<file path="src/rtl/alz_params.svh">
// Constants of the ambient-light zone control block: offsets, fields, resets, timing.
// Assumes a 50 MHz sys_clk_in and byte-wide register access from the serial interface logic.
// Functional notes
// - Light control runs only when configuration bits 4 and 3 are both one.
// - Bit 3 enables sensing; bit 4 lets the zone steer LED current. Here sensing also needs bit 4 and device enable.
// - Four boundaries give five zones; each zone picks its own target register.
// - Boundaries reset in order to 0x33, 0x66, 0x99, 0xCC.
// - Each boundary register is eight bits, host readable and writable.
// - Zone targets reset to 0x19, 0x33, 0x4C, 0x66, 0x7F.
// - Configuration bits 6:5 pick the sensor input; 01 selects the first.
// - Configuration bits 2:0 set averaging period; 100 is 512 ms, 011 256 ms.
// - Boundary codes are steps of a 1 V span over 255 plus 4 mV.
// - Selected target code maps to current via exponential or linear mapping.
// - With PWM enabled, current is full scale times target times duty cycle.
// - The averager starts at zone 0 after enable.
// - Zone rises after two consecutive upward averaged moves; applies next period.
// - Zone falls likewise after two consecutive downward averaged moves.
// - On zone change current ramps stepwise; ramp setting 0x2D gives 16.384 ms per step.
// - A new zone mid-ramp retargets from the present level.
// - Resistor select 0x04 gives first input 2.27 kohm, second input high impedance.
// - General config: bit 7 simple enable, 6 PWM polarity, 5 PWM enable, 0 device enable; bit 7 is stored but has no effect here.
// - General config bits 4:2 select full scale current; 101 is 22.5 mA.
// - General config bit 1 selects mapping; 0 is exponential.
// - Open-drain active-low interrupt pulls low on each zone change.
// - Reading the information register releases the interrupt.
`ifndef ALZ_PARAMS_SVH
`define ALZ_PARAMS_SVH

`define ALZ_CLK_HZ 50000000
`define ALZ_SAMPLE_BASE_US 1000
`define ALZ_RAMP_BASE_US 512
`define ALZ_SAMPLE_SHIFT 5

`define ALZ_ADDR_GEN 8'h00
`define ALZ_ADDR_ALS 8'h01
`define ALZ_ADDR_RES 8'h02
`define ALZ_ADDR_RAMP 8'h03
`define ALZ_ADDR_INFO 8'h04
`define ALZ_ADDR_ZB0 8'h05
`define ALZ_ADDR_ZT0 8'h09
`define ALZ_ADDR_AVG 8'h0E

`define ALZ_GEN_RESET 8'h00
`define ALZ_ALS_RESET 8'h00
`define ALZ_RES_RESET 8'h00
`define ALZ_RAMP_RESET 8'h00
`define ALZ_ZB_RESET {8'hCC, 8'h99, 8'h66, 8'h33}
`define ALZ_ZT_RESET {8'h7F, 8'h66, 8'h4C, 8'h33, 8'h19}

`define ALZ_GEN_SIMPLE 7
`define ALZ_GEN_PWM_POL 6
`define ALZ_GEN_PWM_EN 5
`define ALZ_GEN_FS_HI 4
`define ALZ_GEN_FS_LO 2
`define ALZ_GEN_MAP 1
`define ALZ_GEN_DEV_EN 0
`define ALZ_ALS_SEL_HI 6
`define ALZ_ALS_SEL_LO 5
`define ALZ_ALS_CTRL 4
`define ALZ_ALS_SENSE 3
`define ALZ_ALS_AVG_HI 2
`define ALZ_ALS_AVG_LO 0
`define ALZ_RAMP_UP_HI 5
`define ALZ_RAMP_UP_LO 3
`define ALZ_RAMP_DN_HI 2
`define ALZ_RAMP_DN_LO 0
`define ALZ_RES_A_HI 3
`define ALZ_RES_A_LO 0
`define ALZ_RES_B_HI 7
`define ALZ_RES_B_LO 4
`define ALZ_NUM_BOUNDS 4

`define ALZ_SEL_A 2'h1
`define ALZ_SEL_B 2'h2
`define ALZ_SEL_MAX 2'h3
`define ALZ_DIR_NONE 2'h0
`define ALZ_DIR_UP 2'h1
`define ALZ_DIR_DOWN 2'h2
`define ALZ_ZONE_TOP 3'h4
`define ALZ_LAST_SAMPLE 5'h1F

`endif

</file>
<file path="src/rtl/alz_pkg.sv">
// Types of the ambient-light zone control block.
// Assumes alz_params.svh is on the include path.
package alz_pkg;

  typedef enum logic [1:0] {
    ALZ_IDLE = 2'b01,
    ALZ_RUN = 2'b10
  } alz_mode_t;

  typedef struct packed {
    alz_mode_t mode;
    logic [7:0] gen;
    logic [7:0] als;
    logic [7:0] res;
    logic [7:0] ramp;
    logic [3:0][7:0] zb;
    logic [4:0][7:0] zt;
    logic [31:0] samp_cnt;
    logic [4:0] samp_idx;
    logic [12:0] acc;
    logic [7:0] avg;
    logic [2:0] est;
    logic [2:0] zone;
    logic [1:0] last_dir;
    logic [31:0] ramp_cnt;
    logic [7:0] level;
    logic int_flag;
    logic drive;
    logic [7:0] rdata;
  } alz_state_t;

endpackage

</file>
<file path="src/rtl/alz_zone_ctrl.sv">
// Ambient-light zone control: averaging, zone tracking, current ramp, interrupt and registers.
// Assumes register accesses arrive already decoded from the serial interface as byte strobes,
// and the two sensor inputs arrive as 8-bit codes synchronous to sys_clk_in.
`timescale 1ns/100ps
`include "alz_params.svh"

module alz_zone_ctrl
  import alz_pkg::*;
#(
  parameter int unsigned SAMPLE_BASE_CYCLES = (`ALZ_CLK_HZ / 1000000) * `ALZ_SAMPLE_BASE_US,
  parameter int unsigned RAMP_BASE_CYCLES = (`ALZ_CLK_HZ / 1000000) * `ALZ_RAMP_BASE_US
) (
  input wire logic sys_clk_in,            // System clock, 50 MHz
  input wire logic reset_n_in,            // Asynchronous reset, active low
  input wire logic [7:0] reg_addr_in,     // Register address
  input wire logic reg_wr_in,             // Write strobe, one cycle
  input wire logic reg_rd_in,             // Read strobe, one cycle
  input wire logic [7:0] reg_wdata_in,    // Write data
  output logic [7:0] reg_rdata_out,       // Read data, valid cycle after strobe
  input wire logic [7:0] light_sensor_in_a, // First sensor input code
  input wire logic [7:0] light_sensor_in_b, // Second sensor input code
  input wire logic pwm_in,                // PWM input level
  output logic [7:0] led_level_out,       // Ramped brightness code
  output logic led_map_linear_out,        // Mapping select, 1 linear
  output logic [2:0] full_scale_led_current_out, // Full scale current select
  output logic led_drive_out,             // Current sink on
  output logic [3:0] sensor_a_res_out,    // Resistor code, first input
  output logic [3:0] sensor_b_res_out,    // Resistor code, second input
  output logic int_out,                   // Interrupt pin output value
  output logic int_oe_n_out               // Interrupt pin enable, low drives
);

  alz_state_t st_reg;
  alz_state_t st_next;

  logic [3:0] above;
  logic [7:0] sample;
  logic [12:0] acc_sum;
  logic [7:0] avg_now;
  logic [2:0] raw_zone;
  logic [31:0] samp_limit;
  logic [31:0] ramp_limit;
  logic [7:0] target;
  logic [2:0] ramp_code;
  logic als_on;

  ////////////////////////////////////////////////////////////////////////////////
  // Sensor select and averaging arithmetic

  always_comb begin
    case (st_reg.als[`ALZ_ALS_SEL_HI:`ALZ_ALS_SEL_LO])
      `ALZ_SEL_A: sample = light_sensor_in_a;
      `ALZ_SEL_B: sample = light_sensor_in_b;
      `ALZ_SEL_MAX: sample = (light_sensor_in_a > light_sensor_in_b) ? light_sensor_in_a : light_sensor_in_b;
      default: sample = 8'h00;
    endcase
  end

  // Codes compare directly; the analog front end applies the 1 V span and offset
  assign acc_sum = st_reg.acc + {5'h00, sample};
  assign avg_now = acc_sum[12:`ALZ_SAMPLE_SHIFT];

  genvar gi;
  generate
    for (gi = 0; gi < `ALZ_NUM_BOUNDS; gi++) begin : g_bound
      assign above[gi] = (avg_now >= st_reg.zb[gi]);
    end
  endgenerate

  // Boundaries assumed ascending; unordered ones still give a zone in range
  assign raw_zone = {2'h0, above[0]} + {2'h0, above[1]} + {2'h0, above[2]} + {2'h0, above[3]};

  // Averaging period is 32 samples at 1 ms << code
  assign samp_limit = SAMPLE_BASE_CYCLES << st_reg.als[`ALZ_ALS_AVG_HI:`ALZ_ALS_AVG_LO];

  assign target = st_reg.zt[st_reg.zone];
  assign ramp_code = (target > st_reg.level) ? st_reg.ramp[`ALZ_RAMP_UP_HI:`ALZ_RAMP_UP_LO]
                                             : st_reg.ramp[`ALZ_RAMP_DN_HI:`ALZ_RAMP_DN_LO];
  assign ramp_limit = RAMP_BASE_CYCLES << ramp_code;

  assign als_on = st_reg.als[`ALZ_ALS_CTRL] & st_reg.als[`ALZ_ALS_SENSE] & st_reg.gen[`ALZ_GEN_DEV_EN];

  ////////////////////////////////////////////////////////////////////////////////
  // Next state

  always_comb begin
    logic period_end;
    logic zone_change;
    logic [1:0] dir;
    logic [7:0] idx;
    period_end = 1'b0;
    zone_change = 1'b0;
    dir = `ALZ_DIR_NONE;
    idx = 8'h00;
    st_next = st_reg;

    // Register writes
    if (reg_wr_in) begin
      case (reg_addr_in)
        `ALZ_ADDR_GEN: st_next.gen = reg_wdata_in;
        `ALZ_ADDR_ALS: st_next.als = reg_wdata_in;
        `ALZ_ADDR_RES: st_next.res = reg_wdata_in;
        `ALZ_ADDR_RAMP: st_next.ramp = reg_wdata_in;
        default: begin
          if (reg_addr_in >= `ALZ_ADDR_ZB0 && reg_addr_in < `ALZ_ADDR_ZT0) begin
            idx = reg_addr_in - `ALZ_ADDR_ZB0;
            st_next.zb[idx[1:0]] = reg_wdata_in;
          end else if (reg_addr_in >= `ALZ_ADDR_ZT0 && reg_addr_in < `ALZ_ADDR_AVG) begin
            idx = reg_addr_in - `ALZ_ADDR_ZT0;
            st_next.zt[idx[2:0]] = reg_wdata_in;
          end
        end
      endcase
    end

    // Register reads; unmapped addresses read zero
    if (reg_rd_in) begin
      case (reg_addr_in)
        `ALZ_ADDR_GEN: st_next.rdata = st_reg.gen;
        `ALZ_ADDR_ALS: st_next.rdata = st_reg.als;
        `ALZ_ADDR_RES: st_next.rdata = st_reg.res;
        `ALZ_ADDR_RAMP: st_next.rdata = st_reg.ramp;
        `ALZ_ADDR_INFO: st_next.rdata = {st_reg.int_flag, 1'b0, st_reg.est, st_reg.zone};
        `ALZ_ADDR_AVG: st_next.rdata = st_reg.avg;
        default: begin
          st_next.rdata = 8'h00;
          if (reg_addr_in >= `ALZ_ADDR_ZB0 && reg_addr_in < `ALZ_ADDR_ZT0) begin
            idx = reg_addr_in - `ALZ_ADDR_ZB0;
            st_next.rdata = st_reg.zb[idx[1:0]];
          end else if (reg_addr_in >= `ALZ_ADDR_ZT0 && reg_addr_in < `ALZ_ADDR_AVG) begin
            idx = reg_addr_in - `ALZ_ADDR_ZT0;
            st_next.rdata = st_reg.zt[idx[2:0]];
          end
        end
      endcase
      if (reg_addr_in == `ALZ_ADDR_INFO) begin
        st_next.int_flag = 1'b0;
      end
    end

    case (st_reg.mode)
      ALZ_IDLE: begin
        // Averager and ramp restart from zone 0 and zero current
        st_next.samp_cnt = 32'h0;
        st_next.samp_idx = 5'h00;
        st_next.acc = 13'h0000;
        st_next.est = 3'h0;
        st_next.zone = 3'h0;
        st_next.last_dir = `ALZ_DIR_NONE;
        st_next.ramp_cnt = 32'h0;
        st_next.level = 8'h00;
        if (als_on) begin
          st_next.mode = ALZ_RUN;
        end
      end
      ALZ_RUN: begin
        if (!als_on) begin
          st_next.mode = ALZ_IDLE;
        end else begin
          // Sampling and averaging
          if (st_reg.samp_cnt >= samp_limit - 32'h1) begin
            st_next.samp_cnt = 32'h0;
            st_next.samp_idx = st_reg.samp_idx + 5'h01;
            st_next.acc = acc_sum;
            if (st_reg.samp_idx == `ALZ_LAST_SAMPLE) begin
              period_end = 1'b1;
              st_next.acc = 13'h0000;
              st_next.avg = avg_now;
            end
          end else begin
            st_next.samp_cnt = st_reg.samp_cnt + 32'h1;
          end

          if (period_end) begin
            if (raw_zone > st_reg.est) begin
              dir = `ALZ_DIR_UP;
              st_next.est = st_reg.est + 3'h1;
            end else if (raw_zone < st_reg.est) begin
              dir = `ALZ_DIR_DOWN;
              st_next.est = st_reg.est - 3'h1;
            end
            st_next.last_dir = dir;
            // Two moves in one direction commit; takes effect from the next period
            if (dir != `ALZ_DIR_NONE && dir == st_reg.last_dir && st_next.est != st_reg.zone) begin
              st_next.zone = st_next.est;
              zone_change = 1'b1;
            end
          end

          // Ramp toward the current target; a retarget keeps the present level
          if (st_reg.level == target) begin
            st_next.ramp_cnt = 32'h0;
          end else if (st_reg.ramp_cnt >= ramp_limit - 32'h1) begin
            st_next.ramp_cnt = 32'h0;
            st_next.level = (target > st_reg.level) ? st_reg.level + 8'h01 : st_reg.level - 8'h01;
          end else begin
            st_next.ramp_cnt = st_reg.ramp_cnt + 32'h1;
          end
        end
      end
      default: st_next.mode = ALZ_IDLE;
    endcase

    // Set wins over a clearing read in the same cycle
    if (zone_change) begin
      st_next.int_flag = 1'b1;
    end

    // PWM gating averages the current by the duty cycle
    st_next.drive = als_on && (st_reg.level != 8'h00) &&
                    (!st_reg.gen[`ALZ_GEN_PWM_EN] || (pwm_in ^ st_reg.gen[`ALZ_GEN_PWM_POL]));
  end

  ////////////////////////////////////////////////////////////////////////////////
  // State register

  always_ff @(posedge sys_clk_in or negedge reset_n_in) begin
    if (!reset_n_in) begin
      st_reg.mode <= ALZ_IDLE;
      st_reg.gen <= `ALZ_GEN_RESET;
      st_reg.als <= `ALZ_ALS_RESET;
      st_reg.res <= `ALZ_RES_RESET;
      st_reg.ramp <= `ALZ_RAMP_RESET;
      st_reg.zb <= `ALZ_ZB_RESET;
      st_reg.zt <= `ALZ_ZT_RESET;
      st_reg.samp_cnt <= 32'h0;
      st_reg.samp_idx <= 5'h00;
      st_reg.acc <= 13'h0000;
      st_reg.avg <= 8'h00;
      st_reg.est <= 3'h0;
      st_reg.zone <= 3'h0;
      st_reg.last_dir <= `ALZ_DIR_NONE;
      st_reg.ramp_cnt <= 32'h0;
      st_reg.level <= 8'h00;
      st_reg.int_flag <= 1'b0;
      st_reg.drive <= 1'b0;
      st_reg.rdata <= 8'h00;
    end else begin
      st_reg <= st_next;
    end
  end

  ////////////////////////////////////////////////////////////////////////////////
  // Outputs straight from state flops, except int_out, which is tied low, and int_oe_n_out, the inverted int_flag

  assign reg_rdata_out = st_reg.rdata;
  assign led_level_out = st_reg.level;
  assign led_map_linear_out = st_reg.gen[`ALZ_GEN_MAP];
  assign full_scale_led_current_out = st_reg.gen[`ALZ_GEN_FS_HI:`ALZ_GEN_FS_LO];
  assign led_drive_out = st_reg.drive;
  assign sensor_a_res_out = st_reg.res[`ALZ_RES_A_HI:`ALZ_RES_A_LO];
  assign sensor_b_res_out = st_reg.res[`ALZ_RES_B_HI:`ALZ_RES_B_LO];
  assign int_out = 1'b0;
  assign int_oe_n_out = ~st_reg.int_flag;

endmodule // alz_zone_ctrl

</file>
<file path="config.mk">
export PLATFORM = sky130hd
export DESIGN_NAME = alz_zone_ctrl
export DESIGN_NICKNAME = d
export VERILOG_FILES = /design/src/rtl/alz_pkg.sv /design/src/rtl/alz_zone_ctrl.sv
export VERILOG_INCLUDE_DIRS = /design/src /design/src/rtl
export SDC_FILE = /design/constraint.sdc
export NUM_CORES = 1
export LEC_CHECK = 0
export BUFFER_PORTS_ARGS = -buffer_cell sky130_fd_sc_hd__buf_2
export CAP_MARGIN = 30
export CORE_UTILIZATION = 39
export CTS_BUF_LIST = sky130_fd_sc_hd__clkbuf_4
export DETAILED_ROUTE_END_ITERATION = 16
export GPL_TIMING_DRIVEN = 0
export SLEW_MARGIN = 20
export SYNTH_ARGS = -nofsm -noshare
export SYNTH_HDL_FRONTEND = slang
export SYNTH_SLANG_ARGS = --single-unit
</file>
<file path="constraint.sdc">
create_clock -name sys_clk_in -period 16.55 [get_ports sys_clk_in]
set_input_delay 1.655 -clock sys_clk_in [delete_from_list [all_inputs] [get_ports sys_clk_in]]
set_output_delay 1.655 -clock sys_clk_in [all_outputs]
set_load 0.01 [all_outputs]
</file>
==> reports/results.ini, run 1 <==
[clock_network]
cts_tree = built
cts_max_level = 2
clockBufferDepth = 3
insertion_delay_ns = 0.74
cts_resized = 0
clkTransAtPathRegs_ns = 0.07
cts_buffers = 60
root_buffer = clkbuf_4
clkSinkCount = 222
postCtsSetupBuffers = 0
hold_buffers = 0

[critical_path]
crit_fanout = 8
cp_common_cell = ha_1
worstSetupPathType = in2reg
crit_buf_inv = 2
crit_slowest_cell = fa_1
max_stage_delay_ns = 0.53
required_ns = 17.16
crit_family = compound AO/OA/AOI/OAI gates
crit_arrival_ns = 9.49
worst_setup_path_start_kind = input pin
cp-end-kind = flip-flop

[global_route]
gr-total-overflow = 0
grt_antenna_before_repair = 2
grt_max_degree = 99
grt_pass1_vias = 11470
grt_first_pass_wirelength_mm = 61.52
track_usage = 0.2030

[timing]
fin_setup_tns_ns = 0
rsz0062_at_grt = no
finalHoldViolations = 0
finalMaxSlewViolations = 0
worstMarginPinSlew_ns = 0.8840
fin_crit_sh = 0.5367
fmax_ghz = 0.1126
relSlewSlack = 0.4053
fin_crit_ns = 8.882
skew_ns = 0.04781
fin_ws_ns = 7.668
setup_violations = 0
hold_ws_ns = 0.4783

[drt]
drtIter0Drc = 650
num_vias = 11600
viasPerCell = 5.557
wl_per_cell_um = 18.24
wl_mm = 38.08
drc = 0
ant_nets = 0
dr.pass1.iters = 9

[logic_synthesis]
synthTopCellsByArea = dfrtp_1, ha_1, mux2_2
synthMostInstantiatedCell = dfrtp_1
ys.flop_type = dfrtp_1
syn-num-nets = 1610
syn-instance-count = 1442
synth_common_cells = dfrtp_1, ha_1, mux2_2
synthDistinctLibCells = 70
synth_top_area_share = 0.3186
ys_seq_area_frac = 0.3877
synth_seq_cells = 222
yosys.area.top_type = dfrtp_1
synth_warnings = 0
synth_area_per_cell_um2 = 10.02
async_flop_share = 1.000
syn-cell-area_mm2 = 0.01445
synth_edf_count = 0

[worst_hold_path]
min_path_type = reg2reg

[cells_and_area]
largest_reg_flops = 193
drive_above_1_share = 0.2329
final_net_count = 1741
layoutNonFillerInstCount = 2088
syn_to_final_growth_pct = 12.21

[pwr]
p_per_area_mw_per_mm2 = 80.30
vdd_ir_drop_max_mv = 0.04629
p_leak_nw = 7.485

[floorplan]
std_cell_rows = 70
fp.dieW_um = 194.5
core_mm2 = 0.03652
dieArea_mm2 = 0.03783
io_pins = 68
start_util = 0.3957
die_h_um = 194.5

[place]
place_ws_ns = 7.060
dp_hpwl_mm = 27.78
placed_cells = 1977
routabilityCongestion = 0.9266
io_buffers = 64

[run_status]
status = completed

[flow_run]
maxCapViolCount = 0

[routing by layer]
layer / vias to the layer above / global-route usage / wire length (µm)
met5: - / 0 / 0
met4: 0 / 0.07907 / 1199
met3: 86 / 0.03991 / 2322
met2: 321 / 0.3223 / 17390
met1: 5654 / 0.2719 / 17160
li1: 5543 / - / -
[final timing paths]
check / start / to / slack (ns) / cells past startpoint
worst max-delay path: light_sensor_in_a[1] / st_reg[53]$_DFFE_PN0P_ / 7.67 / 32
worst min-delay path: st_reg[115]$_DFFE_PN0P_ / st_reg[115]$_DFFE_PN0P_ / 0.48 / 1
worst max register to register: st_reg[53]$_DFFE_PN0P_ / st_reg[29]$_DFFE_PN0P_ / 8.48 / 27
worst min register to register: st_reg[115]$_DFFE_PN0P_ / st_reg[115]$_DFFE_PN0P_ / 0.48 / 1
max in group asynchronous: reset_n_in / st_reg[154]$_DFFE_PN1P_ / 14.95 / 2
min in group asynchronous: reset_n_in / st_reg[98]$_DFFE_PN0P_ / 0.80 / 1
[through the flow]
stage               area (µm²)  total power [W]    util
finish                   16220         0.001302  0.4440
global route             16220         0.001384  0.4440
CTS                      16200         0.001319  0.4434
detailed placement       15440        0.0008179  0.4227
global placement         15360        0.0008102  0.4205
floorplan                14450        0.0007468       -
[cell type report]
cell class / instances / area (µm²)
clock inverters: 23 / 117.6
flip-flops and latches: 222 / 5603
plain buffers: 87 / 434.2
multi-input cells: 1045 / 8100
inverters: 88 / 330.3
fillers: 3538 / 20310
diodes: 1 / 2.502
repair buffers: 69 / 405.4
clock buffers: 85 / 638.1
well taps: 468 / 585.6
[cell families (layout without fill, tap and decap cells)]
| group | Yosys count | after routing | synth area share |
|---|---|---|---|
| AND/OR/NAND/NOR | 408 | 408 | 0.1434 |
| other | 1 | 2 | 0.0002595 |
| adder cells (fa/ha/maj) | 131 | 131 | 0.1155 |
| flip-flops | 222 | 222 | 0.3877 |
| multiplexers | 162 | 162 | 0.1361 |
| AO/OA/AOI/OAI | 298 | 298 | 0.1370 |
| buffers and inverters | 175 | 352 | 0.05290 |
| XOR/XNOR | 45 | 45 | 0.02727 |
[cells in the final DEF (no fill, tap or decap), types with 21 or more instances in the layout]
cell type,netlist,final
buf_4,28,30
xnor2_1,23,23
dfstp_2,38,38
nand3_1,52,52
dfrtp_1,184,184
xor2_1,22,22
and3_1,25,25
ha_1,127,127
buf_2,2,66
nor3_1,27,27
o21ai_0,64,64
mux2i_1,30,30
and2_1,23,23
clkbuf_4,0,85
mux2_2,116,116
a21oi_1,68,68
a211oi_1,21,21
nor2_1,76,76
nand2_1,101,101
clkbuf_1,49,49
a31oi_1,23,23
inv_1,87,87
nand4_1,22,22
[power breakdown]
part	leakage, nW	switching, W	total (W)	internal [W]
combinational	4.11	0.000138	0.000238	0.0000995
clock	0.449	0.000241	0.000492	0.000251
sequential	2.93	0.0000130	0.000573	0.000560
total	7.48	0.000392	0.00130	0.000910
Power figures use the tool's default switching activity.
==> inputs of run 2 (changes only) <==
Clock period 16.55 ns to 7.7 ns, I/O delays scaled along.
==> reports/results.ini, run 2 (synthesis results as in run 1) <==
[timing]
fmax_ghz = 0.1362
worstMarginPinSlew_ns = 0.8905  ; was 0.8840 ns
skew_ns = 0.05128  ; was 0.04781 ns
relSlewSlack = 0.4008  ; was 0.4053
fin_crit_ns = 7.343
setup_violations = 0  ; unchanged
fin_crit_sh = 0.9536
hold_ws_ns = 0.3093  ; was 0.4783 ns
finalHoldViolations = 0  ; unchanged
finalMaxSlewViolations = 0  ; unchanged

[pwr]
p_comb_frac = 0.189  ; was 0.183
vdd_ir_drop_max_mv = 0.1079  ; was 0.04629 mV
power.total_w = 0.002821  ; was 0.001302 W
pwr-share-clk = 0.374  ; was 0.378
p_per_area_mw_per_mm2 = 172.4  ; was 80.30 mW/mm²
sw_frac_of_total = 0.3026  ; was 0.3010
p_int_w = 0.001967  ; was 0.0009102 W
p_leak_nw = 7.548  ; was 7.485 nW
seqPwrFrac = 0.436  ; was 0.440
power.switching_w = 0.0008535  ; was 0.0003920 W

[worst_hold_path]
min_path_type = in2reg  ; was reg2reg
hold_start = reg_wdata_in[4]  ; was st_reg[115]$_DFFE_PN0P_
holdPathEnd = st_reg[144]$_DFFE_PN0P_  ; was st_reg[115]$_DFFE_PN0P_
holdPathStages = 2  ; was 1

[clock_network]
clockBufferDepth = 3  ; unchanged
clkSinkCount = 222  ; unchanged
cts_max_level = 2  ; unchanged
root_buffer = clkbuf_4  ; unchanged
cts_tree = built  ; unchanged
insertion_delay_ns = 0.74  ; about the same
cts_buffers = 60  ; unchanged
clkTransAtPathRegs_ns = 0.07  ; about the same

[cells_and_area]
largest_reg_flops = 193  ; unchanged
syn_to_final_growth_pct = 13.25  ; was 12.21%
final_area_mm2 = 0.01637  ; was 0.01622 mm²
final_util = 0.4481  ; was 0.4440
ff_latch_area_mm2 = 0.005603  ; unchanged
final_net_count = 1744  ; was 1741
multi_input_area_mm2 = 0.008210  ; was 0.008100 mm²
final_common_cell = dfrtp_1  ; unchanged
fillers = 3534  ; was 3538
drive_above_1_share = 0.2454  ; was 0.2329
most-common-layout-cells = dfrtp_1, ha_1, mux2_2  ; unchanged
layoutNonFillerInstCount = 2092  ; was 2088

[place]
dp_hpwl_mm = 27.78  ; unchanged
routabilityCongestion = 0.9266  ; unchanged
placed_cells = 1977  ; unchanged
io_buffers = 64  ; unchanged
post_dp_cell_area_mm2 = 0.01544  ; unchanged

[floorplan]
core_mm2 = 0.03652  ; unchanged
dieArea_mm2 = 0.03783  ; unchanged
io_pins = 68  ; unchanged
start_util = 0.3957  ; unchanged
die_h_um = 194.5  ; unchanged
std_cell_rows = 70  ; unchanged
fp.dieW_um = 194.5  ; unchanged

[global_route]
gr-total-overflow = 0  ; unchanged
track_usage = 0.2034  ; was 0.2030
grt_antenna_before_repair = 2  ; unchanged
grt_pass1_vias = 11500  ; was 11470
grt_first_pass_wirelength_mm = 61.65  ; was 61.52 mm
grt_max_degree = 99  ; unchanged

[drt]
wl_mm = 38.20  ; was 38.08 mm
viasPerCell = 5.575  ; was 5.557
num_vias = 11660  ; was 11600
drtIter0Drc = 681  ; was 650
wl_per_cell_um = 18.26  ; was 18.24 µm
drc = 0  ; unchanged
ant_nets = 0  ; unchanged
dr.pass1.iters = 5  ; was 9

[critical_path]
reg2reg_depth = 26  ; was 27
r2r-start = st_reg[53]$_DFFE_PN0P_  ; unchanged
max_stage_delay_ns = 0.56  ; was 0.53 ns
cp-end-kind = flip-flop  ; unchanged
worstSetupPathType = in2reg  ; unchanged
timing.rr.end = st_reg[29]$_DFFE_PN0P_  ; unchanged
worst_setup_path_start_kind = input pin  ; unchanged
reg2reg_slack_ns = 0.60  ; was 8.48 ns
cp_common_cell = ha_1  ; unchanged
crit_fanout = 8  ; unchanged
crit_arrival_ns = 7.97  ; was 9.49 ns
required_ns = 8.33  ; was 17.16 ns
crit_slowest_cell = xnor2_1  ; was fa_1

[flow_run]
maxCapViolCount = 0  ; unchanged

[run_status]
status = completed  ; unchanged

==> run 2: repair_timing <==
item,4_1_cts,5_1_grt
buffers inserted,0,4
hold endpoints to repair,27,0
hold buffers,1,0
gates cloned,0,0
pin swaps,0,4
endpoints found under the setup margin,32,28
resized for setup,9,21
==> run 2: metal layers <==
| layer | track usage | wire length [µm] | up-vias |
|---|---|---|---|
| li1 | - | - | 5544 |
| met1 | 0.2721 | 17280 | 5708 |
| met2 | 0.3227 | 17600 | 327 |
| met3 | 0.03991 | 2238 | 83 |
| met4 | 0.08142 | 1082 | 0 |
| met5 | 0 | 0 | - |
==> run 2: critical path, delay by kind of cell <==
family | cells | cell delay (ns)
mux | 2 | 0.59
xor+xnor | 3 | 0.90
buf+inv | 2 | 0.15
compound gates | 13 | 2.83
fa+ha+maj | 7 | 2.23
simple gates | 4 | 0.47
==> run 2: how the worst max path moves through the flow <==
| stage | startpoint | to |
|---|---|---|
| 2_1_floorplan | light_sensor_in_b[1] | st_reg[52]$_DFFE_PN0P_ |
| 3_3_place_gp | light_sensor_in_a[1] | st_reg[53]$_DFFE_PN0P_ |
| 3_5_place_dp | light_sensor_in_a[1] | st_reg[53]$_DFFE_PN0P_ |
| 4_1_cts | st_reg[53]$_DFFE_PN0P_ | st_reg[29]$_DFFE_PN0P_ |
| 5_1_grt | st_reg[53]$_DFFE_PN0P_ | st_reg[31]$_DFFE_PN0P_ |
| 6_report | light_sensor_in_a[1] | st_reg[53]$_DFFE_PN0P_ |
==> run 2: per-stage QoR <==
step / TNS (ns) / setup WS [ns]
after floorplan: 0 / 0.3253
after global placement: -8.133 / -0.7993
after detailed placement: -13.40 / -0.9046
after CTS: 0 / 0.02735
after global routing: -0.1704 / -0.05956
final: 0 / 0.3569
==> run 2: final cells by class <==
| type | count | share of cell area |
|---|---|---|
| multi-input combinational | 1045 | 0.5016 |
| clock buffer | 85 | 0.03899 |
| sequential | 222 | 0.3423 |
| tap | 468 | 0.03578 |
| buffer | 87 | 0.02714 |
| inverter | 88 | 0.02018 |
| clock inverter | 23 | 0.007186 |
| antenna | 2 | 0.0003058 |
| timing repair buffer | 72 | 0.02645 |
==> run 2: power groups by stage <==
stage	Sequential (W)	Combinational, W	Clock (W)
floorplan	0.00124	0.000366	0
global route	0.00123	0.000604	0.00116
detailed placement	0.00125	0.000507	0
global placement	0.00125	0.000492	0
CTS	0.00123	0.000518	0.00109
finish	0.00123	0.000534	0.00106
